==> config.mk <==
export PLATFORM = sky130hd
export DESIGN_NAME = dram_power_state_decoder
export DESIGN_NICKNAME = d
export VERILOG_FILES = /design/src/pwr_state_pkg.sv /design/src/dram_power_state_decoder.sv
export VERILOG_INCLUDE_DIRS = /design/src
export SDC_FILE = /design/constraint.sdc
export NUM_CORES = 1
export LEC_CHECK = 0
export ABC_AREA = 1
export BUFFER_PORTS_ARGS = -buffer_cell sky130_fd_sc_hd__buf_2
export CORE_ASPECT_RATIO = 1.5
export CORE_MARGIN = 5
export CORE_UTILIZATION = 55
export CTS_CLUSTER_DIAMETER = 60
export DETAILED_ROUTE_END_ITERATION = 8
export GPL_ROUTABILITY_DRIVEN = 0
export PLACE_DENSITY = 0.73
export SLEW_MARGIN = 10
export SYNTH_ARGS = -nofsm -noshare
export SYNTH_HDL_FRONTEND = slang
export SYNTH_SLANG_ARGS = --single-unit
==> constraint.sdc <==
create_clock -name core_clk -period 1.8 [get_ports core_clk]
set_input_delay 0.18 -clock core_clk [delete_from_list [all_inputs] [get_ports core_clk]]
set_output_delay 0.18 -clock core_clk [all_outputs]
set_load 0.05 [all_outputs]
==> src/pwr_state_map.svh <==
// Timing counts, field positions and reset values of the power-state decoder.
`ifndef PWR_STATE_MAP_SVH
`define PWR_STATE_MAP_SVH
`define CLK_PERIOD_NS        25
`define FINAL_INIT_WAIT_NS   1000
`define HOLD_EXIT_DELAY_NS   8
`define SR_EXIT_DELAY_NS     140
`define FINAL_INIT_WAIT_CYC  ((`FINAL_INIT_WAIT_NS + `CLK_PERIOD_NS - 1) / `CLK_PERIOD_NS)
`define HOLD_EXIT_DELAY_CYC  ((`HOLD_EXIT_DELAY_NS + `CLK_PERIOD_NS - 1) / `CLK_PERIOD_NS)
`define SR_EXIT_DELAY_CYC    ((`SR_EXIT_DELAY_NS + `CLK_PERIOD_NS - 1) / `CLK_PERIOD_NS)
`define BANK_COUNT           8
`define BANK_FIELD_LSB       7
`define COL_RISE_LSB         5
`define COL_FALL_LSB         1
`define AUTO_PRE_FALL_BIT    0
`define ALL_BANKS_BIT        4
`define RESET_MR_ADDR        8'h3f
`define BANKS_RESET          8'h00
`define COUNT_RESET          8'h00
`endif

==> src/pwr_state_pkg.sv <==
// Types of the power-state decoder: states, decoded commands and the state record.
package pwr_state_pkg;

   typedef enum logic [8:0] {
      ST_POWER_ON   = 9'h001,
      ST_RESETTING  = 9'h002,
      ST_IDLE       = 9'h004,
      ST_ACTIVE     = 9'h008,
      ST_ACT_HOLD   = 9'h010,
      ST_IDLE_HOLD  = 9'h020,
      ST_RST_HOLD   = 9'h040,
      ST_SELF_REFR  = 9'h080,
      ST_DEEP_SLEEP = 9'h100
   } pwr_state_e;

   typedef enum logic [3:0] {
      CMD_NONE   = 4'h0,
      CMD_MRW    = 4'h1,
      CMD_MRR    = 4'h2,
      CMD_REF_PB = 4'h3,
      CMD_REF_AB = 4'h4,
      CMD_ACT    = 4'h5,
      CMD_WR     = 4'h6,
      CMD_RD     = 4'h7,
      CMD_PRE    = 4'h8,
      CMD_BST    = 4'h9,
      CMD_IDLE   = 4'ha
   } cmd_e;

   typedef struct packed {
      logic       cs_s1;
      logic       cs_s2;
      logic       cke_s1;
      logic       cke_s2;
      logic [9:0] rise_s1;
      logic [9:0] rise_s2;
      logic [9:0] fall_s1;
      logic [9:0] fall_s2;
      logic       cke_prev;
      pwr_state_e st;
      logic [7:0] open_banks;
      logic [7:0] init_cnt;
      logic [7:0] exit_cnt;
      logic       exit_wait;
      logic       cmd_valid;
      cmd_e       cmd;
      logic [2:0] cmd_bank;
      logic [11:0] cmd_column;
      logic       cmd_auto_pre;
   } dec_s;

endpackage
==> src/dram_power_state_decoder.sv <==
// Command sampler and clock-enable power-state machine of a low-power DDR SDRAM.
//
// Notes on behaviour
// Decode from chip select, bits 0-3, clock enable.
// Rising and falling command bits are separate fields.
// Bank commands act on the carried bank field.
// Auto-precharge flag closes the addressed bank.
// Controller drives don't-care inputs to valid levels.
// Self-refresh and deep-sleep exits need no command.
// Per-bank refresh accepted only with eight banks.
// Column bit zero is always zero.
// Clock enable low twice holds low-power state.
// Falling enable, select high: matching power-down.
// From idle only: enter self refresh or deep sleep.
// Rising enable leaves power-down; exit delay follows.
// Controller toggles clock twice before exit delay.
// Resetting power-down exits to idle once init done.
// Deep-sleep exit goes to power-on state.
// Self-refresh exit returns to idle after delay; idle is entered at once, with exit_wait held through the delay.
// Enable high twice: normal command decoding.
// Controller never issues undefined sequences.
// Idle command: select high, or bits 0-2 high.
// Controller tracks open rows for power-down choice.
`timescale 1ns/100ps
`include "pwr_state_map.svh"

module dram_power_state_decoder
   import pwr_state_pkg::*;
(
   // Clock and reset
   input  wire logic        core_clk,
   input  wire logic        rst_n,
   // Command pins
   input  wire logic        chip_select_n,
   input  wire logic        clock_enable,
   input  wire logic [9:0]  rising_edge_command_bit,
   input  wire logic [9:0]  falling_edge_command_bit,
   // Decoded state and command
   output pwr_state_e       power_state,
   output logic [7:0]       banks_open,
   output logic             exit_wait,
   output logic             cmd_valid,
   output cmd_e             cmd_code,
   output logic [2:0]       cmd_bank,
   output logic [11:0]      cmd_column,
   output logic             cmd_auto_precharge
);

   dec_s r;
   dec_s n;

   logic       cs_n;
   logic       cke;
   logic [9:0] rise;
   logic [9:0] fall;
   logic [2:0] bank;
   logic       low_power;
   cmd_e       dec;

   assign cs_n = r.cs_s2;
   assign cke  = r.cke_s2;
   assign rise = r.rise_s2;
   assign fall = r.fall_s2;
   assign bank = rise[`BANK_FIELD_LSB +: 3];
   assign low_power = r.st inside {ST_ACT_HOLD, ST_IDLE_HOLD, ST_RST_HOLD, ST_SELF_REFR,
                                   ST_DEEP_SLEEP};

   // Opcode sits in rising bits 0-3 only; the rest are operands.
   always_comb begin
      casez (rise[3:0])
         4'b0000: dec = CMD_MRW;
         4'b1000: dec = CMD_MRR;
         4'b0100: dec = (`BANK_COUNT == 8) ? CMD_REF_PB : CMD_NONE;
         4'b1100: dec = CMD_REF_AB;
         4'b??10: dec = CMD_ACT;
         4'b?001: dec = CMD_WR;
         4'b?101: dec = CMD_RD;
         4'b1011: dec = CMD_PRE;
         4'b0011: dec = CMD_BST;
         4'b?111: dec = CMD_IDLE;
         default: dec = CMD_NONE;
      endcase
   end

   always_comb begin
      n = r;
      // Pins come from the controller's clock; two stages before any use.
      n.cs_s1   = chip_select_n;
      n.cs_s2   = r.cs_s1;
      n.cke_s1  = clock_enable;
      n.cke_s2  = r.cke_s1;
      n.rise_s1 = rising_edge_command_bit;
      n.rise_s2 = r.rise_s1;
      n.fall_s1 = falling_edge_command_bit;
      n.fall_s2 = r.fall_s1;
      n.cke_prev  = cke;
      n.cmd_valid = 1'b0;
      if (r.init_cnt != `COUNT_RESET) begin
         n.init_cnt = r.init_cnt - 8'h01;
      end
      if (r.exit_cnt != `COUNT_RESET) begin
         n.exit_cnt = r.exit_cnt - 8'h01;
      end
      n.exit_wait = (n.exit_cnt != `COUNT_RESET);
      if (r.st == ST_RESETTING && r.init_cnt == `COUNT_RESET) begin
         n.st = ST_IDLE;
      end
      // Deep states leave on the enable level alone, without a select check.
      if ((r.st == ST_SELF_REFR || r.st == ST_DEEP_SLEEP) && cke) begin
         n.st = (r.st == ST_SELF_REFR) ? ST_IDLE : ST_POWER_ON;
         if (r.st == ST_SELF_REFR) begin
            n.exit_cnt  = 8'(`SR_EXIT_DELAY_CYC);
            n.exit_wait = 1'b1;
         end
      end else if (!r.cke_prev && !cke) begin
         n.st = r.st;
      end else if (!r.cke_prev && cke && cs_n && low_power) begin
         n.exit_cnt  = 8'(`HOLD_EXIT_DELAY_CYC);
         n.exit_wait = 1'b1;
         unique case (r.st)
            ST_ACT_HOLD:  n.st = ST_ACTIVE;
            ST_IDLE_HOLD: n.st = ST_IDLE;
            ST_RST_HOLD:  n.st = (r.init_cnt == `COUNT_RESET) ? ST_IDLE : ST_RESETTING;
            default:    n.st = r.st;
         endcase
      end else if (r.cke_prev && !cke) begin
         if (cs_n) begin
            if (r.st == ST_ACTIVE) begin
               n.st = ST_ACT_HOLD;
            end else if (r.st == ST_IDLE) begin
               n.st = ST_IDLE_HOLD;
            end else if (r.st == ST_RESETTING) begin
               n.st = ST_RST_HOLD;
            end
         end else if (r.st == ST_IDLE) begin
            if (rise[2:0] == 3'b100) begin
               n.st = ST_SELF_REFR;
            end else if (rise[2:0] == 3'b011) begin
               n.st = ST_DEEP_SLEEP;
            end
         end
      end else if (r.cke_prev && cke && !cs_n && !low_power) begin
         n.cmd_valid  = (dec != CMD_NONE);
         n.cmd        = dec;
         n.cmd_bank   = bank;
         n.cmd_auto_pre = fall[`AUTO_PRE_FALL_BIT];
         // The lowest column bit never travels on the bus.
         n.cmd_column = {fall[`COL_FALL_LSB +: 9], rise[`COL_RISE_LSB +: 2], 1'b0};
         if (dec == CMD_MRW && {fall[1:0], rise[9:4]} == `RESET_MR_ADDR
             && (r.st == ST_POWER_ON || r.st == ST_IDLE)) begin
            n.st         = ST_RESETTING;
            n.open_banks = `BANKS_RESET;
            n.init_cnt   = 8'(`FINAL_INIT_WAIT_CYC);
         end else if (r.st == ST_IDLE || r.st == ST_ACTIVE) begin
            unique case (dec)
               CMD_ACT: n.open_banks[bank] = 1'b1;
               CMD_PRE: begin
                  if (rise[`ALL_BANKS_BIT]) begin
                     n.open_banks = `BANKS_RESET;
                  end else begin
                     n.open_banks[bank] = 1'b0;
                  end
               end
               // Closing at the command is the bank view; the burst itself ends later.
               CMD_RD, CMD_WR: begin
                  if (fall[`AUTO_PRE_FALL_BIT]) begin
                     n.open_banks[bank] = 1'b0;
                  end
               end
               default: n.open_banks = r.open_banks;
            endcase
            n.st = (n.open_banks != `BANKS_RESET) ? ST_ACTIVE : ST_IDLE;
         end
      end
   end

   always_ff @(posedge core_clk or negedge rst_n) begin
      if (!rst_n) begin
         r <= '{st: ST_POWER_ON, cmd: CMD_NONE, cs_s1: 1'b1, cs_s2: 1'b1, default: '0};
      end else begin
         r <= n;
      end
   end

   assign power_state        = r.st;
   assign banks_open         = r.open_banks;
   assign exit_wait          = r.exit_wait;
   assign cmd_valid          = r.cmd_valid;
   assign cmd_code           = r.cmd;
   assign cmd_bank           = r.cmd_bank;
   assign cmd_column         = r.cmd_column;
   assign cmd_auto_precharge = r.cmd_auto_pre;
endmodule

Yosys cells after proc, flatten, opt, wreduce, memory -nomap -nowiden
Cells that the tools add are included.
{ "word_totals": {"regBits": 99, "in_bits": 24, "wordCells": 137, "output_inout_bits": 39} }
{ "classes": {"n_reduce_logical": 33, "n_lt_le_gt_ge": 2, "bitwise": 7, "add_sub_neg": 2, "n_mux": 46, "n_eq_ne": 28} }
{ "ops": {"columns": ["cell", "count"], "rows": [
  ["$mux 9", 15],
  ["$mux 8", 15],
  ["$mux 21", 4],
  ["$pmux 4 s10", 1],
  ["$mux 38", 1],
  ["$mux 17", 2],
  ["$reduce_bool 8->1", 4],
  ["$pmux 9 s3", 1],
  ["$mux 25", 1],
  ["$pmux 8 s3", 1],
  ["$eq 4x3->1 const B", 4],
  ["$eq 4x4->1 const B", 4],
  ["$sub 8x1->8 const B", 2],
  ["$logic_and 1x1->1", 13],
  ["$eq 3x3->1 const B", 3],
  ["$eq 9x1->1 const B", 1],
  ["$eq 9x2->1 const B", 1],
  ["$eq 9x3->1 const B", 1],
  ["$eq 9x4->1 const B", 1],
  ["$eq 9x5->1 const B", 1],
  ["$eq 9x6->1 const B", 1],
  ["$eq 9x7->1 const B", 1],
  ["$eq 9x8->1 const B", 1],
  ["$eq 9x9->1 const B", 1],
  ["29 further kinds", 38]
]} }

Logic depth before layout (Yosys ltp)
Gate-level depths: netlist of run 1.
{ "depth": {"word_depth": 24, "depth_mapped": 16, "ltp_nobuf": 16} }

Worst setup path after synthesis of run 1
OpenSTA, ideal clock, no wires.
{ "synth_timing": {"path_type": "flip-flop to flip-flop", "from": "register r (netlist bit power_state[0])", "to": "register r (netlist bit banks_open[3])", "required_ns": 1.670, "period_less_slack_ns": 1.663, "arrival_time_ns": 1.533, "path_buffers": 1, "setup_ns": 0.130, "slack_ns": 0.137, "path_stages_with_launch": 13, "cell_sequence": "dfstp_2 -> nor2_4 -> nand3_2 -> nor2_2 -> nor2_4 -> nand2_2 -> inv_2 -> nand2_2 -> buf_6 -> a21oi_4 -> inv_2 -> nand2_1 -> o21ai_1"} }
{ "synth_between": {"elab_chain_cells": 5, "elab_cells_between_ends": 22, "classes_between": "8 x eq/ne; 1 x mux; 2 x bitwise; 11 x reduce/logical"} }
{ "synth_lines": {"columns": ["element", "line", "rtl"], "rows": [
  ["from (decl)", "dram_power_state_decoder.sv:49", "dec_s r;"],
  ["from (signal assigned)", "dram_power_state_decoder.sv:181", "r <= n;"],
  ["$eq 9x5->1, or another cell as far along", "dram_power_state_decoder.sv:65", "assign low_power = r.st inside {ST_ACT_HOLD, ST_IDLE_HOLD, ST_RST_HOLD, ST_SELF_REFR,"],
  ["$reduce_bool 5->1, or another cell as far along", "dram_power_state_decoder.sv:65", null],
  ["$logic_not 1->1, or another cell as far along", "dram_power_state_decoder.sv:142", "end else if (r.cke_prev && cke && !cs_n && !low_power) begin"],
  ["$logic_and 1x1->1, or another cell as far along", "dram_power_state_decoder.sv:142", null],
  ["$reduce_and 6->1 (no source line)", null, null]
]} }
Several ways; a longest one is shown, not always the timed one.
A chain may end at the register's enable or synchronous reset.

Final worst setup path of run 1
{ "layout_timing": {"from": "register r (netlist bit power_state[0])", "to": "register r (netlist bit power_state[3])"} }
{ "layout_between": {"elab_chain_cells": 11, "elab_cells_between_ends": 38, "classes_between": "11 x eq/ne; 16 x mux; 11 x reduce/logical"} }
{ "layout_lines": {"columns": ["element", "line", "rtl"], "rows": [
  ["$eq 9x2->1", "dram_power_state_decoder.sv:105, dram_power_state_decoder.sv:132", null],
  ["$logic_and 1x1->1 (no source line)", null, null],
  ["$mux 9", "dram_power_state_decoder.sv:105", "if (r.st == ST_RESETTING && r.init_cnt == `COUNT_RESET) begin"],
  ["$mux 9 (on tied branches)", "dram_power_state_decoder.sv:138, dram_power_state_decoder.sv:132", null],
  ["$mux 9 (on tied branches)", "dram_power_state_decoder.sv:136, dram_power_state_decoder.sv:130", null],
  ["$mux 9 (on tied branches)", "dram_power_state_decoder.sv:135, dram_power_state_decoder.sv:128", null],
  ["$mux 9", "dram_power_state_decoder.sv:127", "if (cs_n) begin"],
  ["$mux 9", "dram_power_state_decoder.sv:126", "end else if (r.cke_prev && !cke) begin"],
  ["$mux 9", "dram_power_state_decoder.sv:117", "end else if (!r.cke_prev && cke && cs_n && low_power) begin"],
  ["$mux 9", "dram_power_state_decoder.sv:115", "end else if (!r.cke_prev && !cke) begin"],
  ["$mux 9", "dram_power_state_decoder.sv:109", "if ((r.st == ST_SELF_REFR || r.st == ST_DEEP_SLEEP) && cke) begin"]
]} }
Several ways; a longest one is shown, not always the timed one. The select of a mux whose other input is x is not followed.

==> out/qor.yml, run 1 <==
worst_setup_path:
  endpoint_kind: "flip-flop"
  cp-start-kind: "flip-flop"
  r2r_start: "power_state[0]"
  required_ps: 2090
  worstRegToRegCells: 12
  cp_data_arrival_time_ps: 2170
  cp_max_fo: 5
  r2r_setup_slack_ps: -80
  reg2reg_to: "power_state[3]"
  crit_type: "reg -> reg"
synthesis:
  synth_top_flop_cell: "dfrtp_1"
  yosysMostFrequentCell: "nand2_1"
  async_reset_ff_share_pct: 100
  synthCells: 532
  synth_edf_count: 0
  yosys.area.top_type_share_pct: 51.4
  ys_top_cells_by_area: "dfrtp_1 51%, nand2_1 10%, buf_4 5.9%, inv_1 4.2%, nor2_1 3.9%"
  ys_top_cells_by_count: "130 x nand2_1, 96 x dfrtp_1, 52 x inv_1"
  ys_types: 42
  yosysWarnings: 0
  synth_area_mm2: 0.00467
  ys_ff_latch: 99
  syn-num-nets: 560
  yosysTopAreaCell: "dfrtp_1"
  yosysSeqAreaShare_pct: 53.1
  synth_area_per_cell_um2: 8.78
outcome:
  violations: "setup timing"
  status: "finished with violations"
final_layout:
  fill_cells: 634
  drive_above_1_share_pct: 31.6
  multi_input_area_mm2: 0.00183
  regArea_mm2: 0.00248
  final_core_util_pct: 70.4
  antennaDiodeCount: 0
  nets: 660
  layout-area-overhead-vs-synth_pct: 26.0
routing:
  totalWireLength_mm: 10.9
  drtIter0Drc: 279
  first_pass_iters: 4
  wl_per_cell_um: 14.6
  drc: 0
  antenna_left: 0
  routed_via_density: 5.22
  vias: 3887
timing:
  period_needed_ps: 1880
  fmax_ghz: 0.531
  finalClockSkew_ps: 7.42
  rsz0062_at_grt: "true"
  period_share_pct: 105
  finalSetupViolations: 13
  final-hold-violation-count: 0
  final-max-slew-violation-count: 0
  timing.final.ws_setup_ps: -84.0
  hold_ws_ps: 232
die:
  chipHeight_um: 123
  die_area_mm2: 0.0105
  start_util_pct: 55.9
  io_pins: 63
  row_count: 41
  design.core.area_mm2: 0.00836
  dieWidth_um: 85.3
grt:
  overflow: 0
  grt_max_degree: 64
  antenna_found_initial: 0
  gr-usage-all-layers_pct: 22.3
  grt_pass1_vias: 3997
  grt_pass1_wl_mm: 18.3
placement:
  dp_slack_ps: -100
  portBuffers: 61
  place_hpwl_mm: 7.67
clocking:
  cts_buffers: 9
  root_buffer: "clkbuf_16"
  insertion_delay_ps: 350
  clkSinkCount: 99
  htreeDepth: 3
  clkTransAtPathRegs_ps: 70
  clockBufferDepth: 2
  tritoncts: "yes"
hold_path:
  min_path_type: "in -> async"
flow_run:
  cap_violations: 0
power:
  power_density_mw_per_mm2: 1310
  ir_worst_vdd_uv: 959
  cellLeakagePower_nw: 2.91
  p_total_mw: 7.68
area by class of cell:
| type | count | area share, % |
|---|---|---|
| clock buffers | 10 | 4.06 |
| well taps | 107 | 2.27 |
| repair buffers | 131 | 15.6 |
| multi-input cells | 332 | 31.0 |
| flip-flops and latches | 99 | 42.2 |
| inverters | 59 | 3.85 |
| clock inverters | 6 | 0.935 |
routing by layer:
| layer | track usage, % | up-vias | part of all wire, % |
|---|---|---|---|
| met3 | 4.30 | 45 | 3.9 |
| met4 | 10.6 | 0 | 5.1 |
| met1 | 23.9 | 1853 | 35 |
| li1 | - | 1875 | - |
| met5 | 0 | - | 0 |
| met2 | 41.6 | 114 | 56 |
state kept, by name, indices dropped and copies added (netlist names):
signal              count
cmd_auto_precharge      1
r                      17
banks_open              8
fall                   10
cmd_column             11
cke                     1
cmd_bank                3
cs_n                    1
power_state             9
cmd_code                4
rise                   10
exit_wait               1
cmd_valid               1
n                      22
placed cells by master (no fill, tap or decap), types with 3 or more instances in the layout:
cell / netlist / layout
nor2_1: 48 / 42
buf_6: 2 / 5
dlygate4sd3_1: 0 / 23
ha_1: 4 / 3
nand3_2: 3 / 6
o21ai_0: 19 / 16
inv_1: 52 / 46
a31oi_1: 5 / 5
nand2_1: 130 / 119
nor2_4: 4 / 8
buf_2: 3 / 61
xnor2_1: 4 / 4
clkbuf_16: 0 / 9
nand4_1: 8 / 8
nor2_2: 6 / 8
xor2_1: 4 / 3
nor3_1: 6 / 4
inv_2: 7 / 11
nand2_2: 5 / 16
buf_4: 37 / 41
o21ai_1: 16 / 15
o21bai_1: 3 / 3
dfstp_2: 3 / 3
dfrtp_2: 0 / 3
o21ai_2: 0 / 4
nand3_4: 1 / 3
a21oi_1: 12 / 10
dfrtp_1: 96 / 93
nand3_1: 33 / 28
worst max-delay path: stages, from the launching register on:
cell     delay, ps
dfstp_2        390
buf_6          110
nor2_4         210
nand3_4        150
a21oi_4        180
nand4_1        160
nand3_1        150
nand2_1         80
a21oi_2        140
nand2_1         80
nand2_1         60
nand2_1         50
nand2_1         60
kinds of logic after synthesis:
group	count (synthesis)	synth area share (%)
AND/OR/NAND/NOR	252	24.2
buffers and inverters	101	11.5
flip-flops	99	53.1
AO/OA/AOI/OAI	67	8.52
XOR/XNOR	8	1.50
adder cells (fa/ha/maj)	4	1.07
other	1	0.0803
power by group:
group          internal, mW  leakage, nW  total, mW  switching (mW)
clock network          1.00        0.140       1.87           0.865
logic                 0.926         1.58       2.82            1.90
registers              2.67         1.19       2.99           0.318
total                  4.60         2.91       7.68            3.08
worst max path at each step:
stage | start | endpoint | slack (ps)
after floorplan | power_state[0] | banks_open[3] | 140
after global placement | power_state[5] | banks_open[7] | -80
after detailed placement | power_state[5] | banks_open[7] | -100
after CTS | rise[2] | power_state[3] | 0.7
after global routing | power_state[0] | power_state[2] | -180
final | power_state[0] | power_state[3] | -80
repair_timing:
action / 4_1_cts / 5_1_grt
setup endpoints to repair: 13 / 47
hold buffers: 23 / 0
endpoints found under the hold margin: 37 / 0
cloned: 0 / 1
pin swaps: 6 / 25
gates resized for setup: 18 / 43
setup buffers: 4 / 10
metrics by stage:
stage          cells  setup TNS (ps)  cell area, um^2
2_1_floorplan    532               0             4670
3_3_place_gp     690            -474             5050
6_report         744            -638             5890
4_1_cts          733               0             5670
5_1_grt          744           -3780             5890
3_5_place_dp     690            -623             5050
No activity file was read; power rests on OpenSTA's default activity.
==> run 2, diff against run 1 <==
Settings changed: ABC_AREA 1 to not set, CTS_BUF_LIST set to sky130_fd_sc_hd__clkbuf_8.
==> out/qor.yml, run 2 <==
final_layout:
  final_core_util_pct: 75.1
  largest_reg_flops: 22
  drive_above_1_share_pct: 43.6
  nets: 589
  layout-area-overhead-vs-synth_pct: 34.9
  fill_cells: 516
  antennaDiodeCount: 0
  instances_no_fill: 673
  layout_commonest_cell: "dfrtp_1"
  final_cell_mix: "91 x dfrtp_1, 86 x buf_4, 60 x buf_2"
die:
  die_area_mm2: 0.0104
  row_count: 41
  dieWidth_um: 84.9
  io_pins: 63
  start_util_pct: 55.6
  design.core.area_mm2: 0.00831
  chipHeight_um: 122
synthesis:
  yosys.area.top_type_share_pct: 51.9
  ys_top_cells_by_count: "96 x dfrtp_1, 37 x buf_4, 34 x nor2_1"
  syn-num-nets: 451
  yosysSeqAreaShare_pct: 53.7
  synth_area_mm2: 0.00462
  synthCells: 423
  synthAdderAreaFrac_pct: 1.08
  synth_edf_count: 0
  ys_types: 58
  ys_ff_latch: 99
  yosysWarnings: 0
  async_reset_ff_share_pct: 100
  ys_top_cells_by_area: "dfrtp_1 52%, buf_4 6.0%, mux2_2 4.4%, nor2_1 2.8%, xnor2_1 2.1%"
  synth_top_family_by_area: "simple AND/OR/NAND/NOR gates"
  yosysMostFrequentCell: "dfrtp_1"
  synth_compound_area_share_pct: 11.5
  synth_area_per_cell_um2: 10.9
  synth_xor_xnor_area_share_pct: 3.22
  synth-simple-area-share_pct: 16.9
  synth_top_flop_cell: "dfrtp_1"
  synthMuxAreaShare_pct: 4.60
  yosysTopAreaCell: "dfrtp_1"
grt:
  gr-usage-all-layers_pct: 22.1
  grt_max_degree: 36
  antenna_found_initial: 0
  grt-busiest-layer: "met2"
  grtUsageMet1_pct: 23.9
  grt_pass1_wl_mm: 17.9
  grtUsageMet3_pct: 3.43
  overflow: 0
  grt_pass1_vias: 3793
  grt_use_met2_pct: 40.4
worst_setup_path:
  cp_data_arrival_time_ps: 2260
  endpoint_kind: "flip-flop"
  cp_max_fo: 9
  crit_type: "reg -> reg"
  cp-start-kind: "flip-flop"
  required_ps: 2090
clocking:
  clockBufferDepth: 2
  clkSinkCount: 99
  htreeDepth: 3
  tritoncts: "yes"
  clkTransAtPathRegs_ps: 110
  cts_buffers: 9
  root_buffer: "clkbuf_8"
  insertion_delay_ps: 400
routing:
  drc: 0
  wl_per_cell_um: 17.4
  first_pass_iters: 5
  antenna_left: 0
  vias: 3767
  drtIter0Drc: 280
  routed_via_density: 5.60
  totalWireLength_mm: 11.7
placement:
  dp_cells: 613
  place_hpwl_mm: 7.67
  portBuffers: 61
  dp_slack_ps: -164
outcome:
  status: "finished with violations"
  violations: "setup timing"
timing:
  rsz0062_at_grt: "true"
  final-hold-violation-count: 0
  period_needed_ps: 1970
  final-max-slew-violation-count: 0
  period_share_pct: 109
  finalClockSkew_ps: 18.1
  finalSetupViolations: 32
  timing.final.ws_setup_ps: -167
  fmax_ghz: 0.508
power:
  power_density_mw_per_mm2: 1350
  ir_worst_vdd_uv: 1140
  cellLeakagePower_nw: 2.91
flow_run:
  cap_violations: 0
hold_path:
  min_path_type: "in -> async"
==> run 2: per-stage QoR <==
stage               total power [mW]  setup TNS (ps)  hold slack [ps]  area (um^2)
global route                    8.84           -6530              312         6240
detailed placement              6.53           -4020              155         5310
floorplan                       5.83            -958             -116         4640
CTS                             8.13           -1930              274         5940
global placement                6.42           -2430              152         5310
finish                          8.40           -3370              260         6240
==> run 2: per-layer routing <==
metal | up-vias | share of wire, %
li1 | 1732 | -
met1 | 1848 | 37
met2 | 143 | 55
met3 | 44 | 4.5
met4 | 0 | 4.3
met5 | - | 0
==> run 2: cell type report <==
type	count	area (um^2)	area share, %
clock buffer	9	124	1.99
clock inverter	7	86.3	1.38
inverter	16	60.1	0.963
multi-input combinational	256	2030	32.6
sequential	99	2490	39.9
tap	107	134	2.15
timing repair buffer	179	1320	21.1
==> run 2: worst max-delay path, stage by stage (launching register included) <==
cell and delay [ps]:
dfrtp_1 450, buf_6 150, nor4_2 240, nand4_1 210, buf_4 210, nor4_4 200
nor2_2 150, a22o_1 260
==> run 2: timing repair <==
item,4_1_cts,5_1_grt
hold buffers,23,0
gates cloned,0,0
setup endpoints to repair,38,51
setup buffers,10,12
pin swaps,9,15
resized for setup,31,44
hold endpoints to repair,51,0
==> run 2: final timing paths <==
| kind | startpoint | endpoint | slack, ps | cells past startpoint |
|---|---|---|---|---|
| worst min-delay path | rst_n | r[55] | 260 | 2 |
| min in group core_clk | n[85] | rise[9] | 360 | 0 |
| worst min register to register | n[85] | rise[9] | 360 | 0 |
| worst max-delay path | power_state[1] | banks_open[7] | -170 | 7 |
| worst max register to register | power_state[1] | banks_open[7] | -170 | 7 |
| max in group asynchronous | rst_n | power_state[0] | 960 | 3 |
==> run 2: logic make-up (layout without fill, tap and decap cells) <==
logic type | count (synthesis) | after routing
compound gates | 79 | 79
xor+xnor | 17 | 17
fa+ha+maj | 4 | 4
buf+inv | 68 | 211
flops | 99 | 99
mux | 19 | 19
other cells | 1 | 1
simple gates | 136 | 136
==> run 2: power breakdown <==
group,leakage [nW],internal [mW],switching [mW]
Combinational,1.62,1.49,2.30
Sequential,1.19,2.74,0.429
Clock,0.105,0.558,0.897
Total,2.91,4.78,3.62
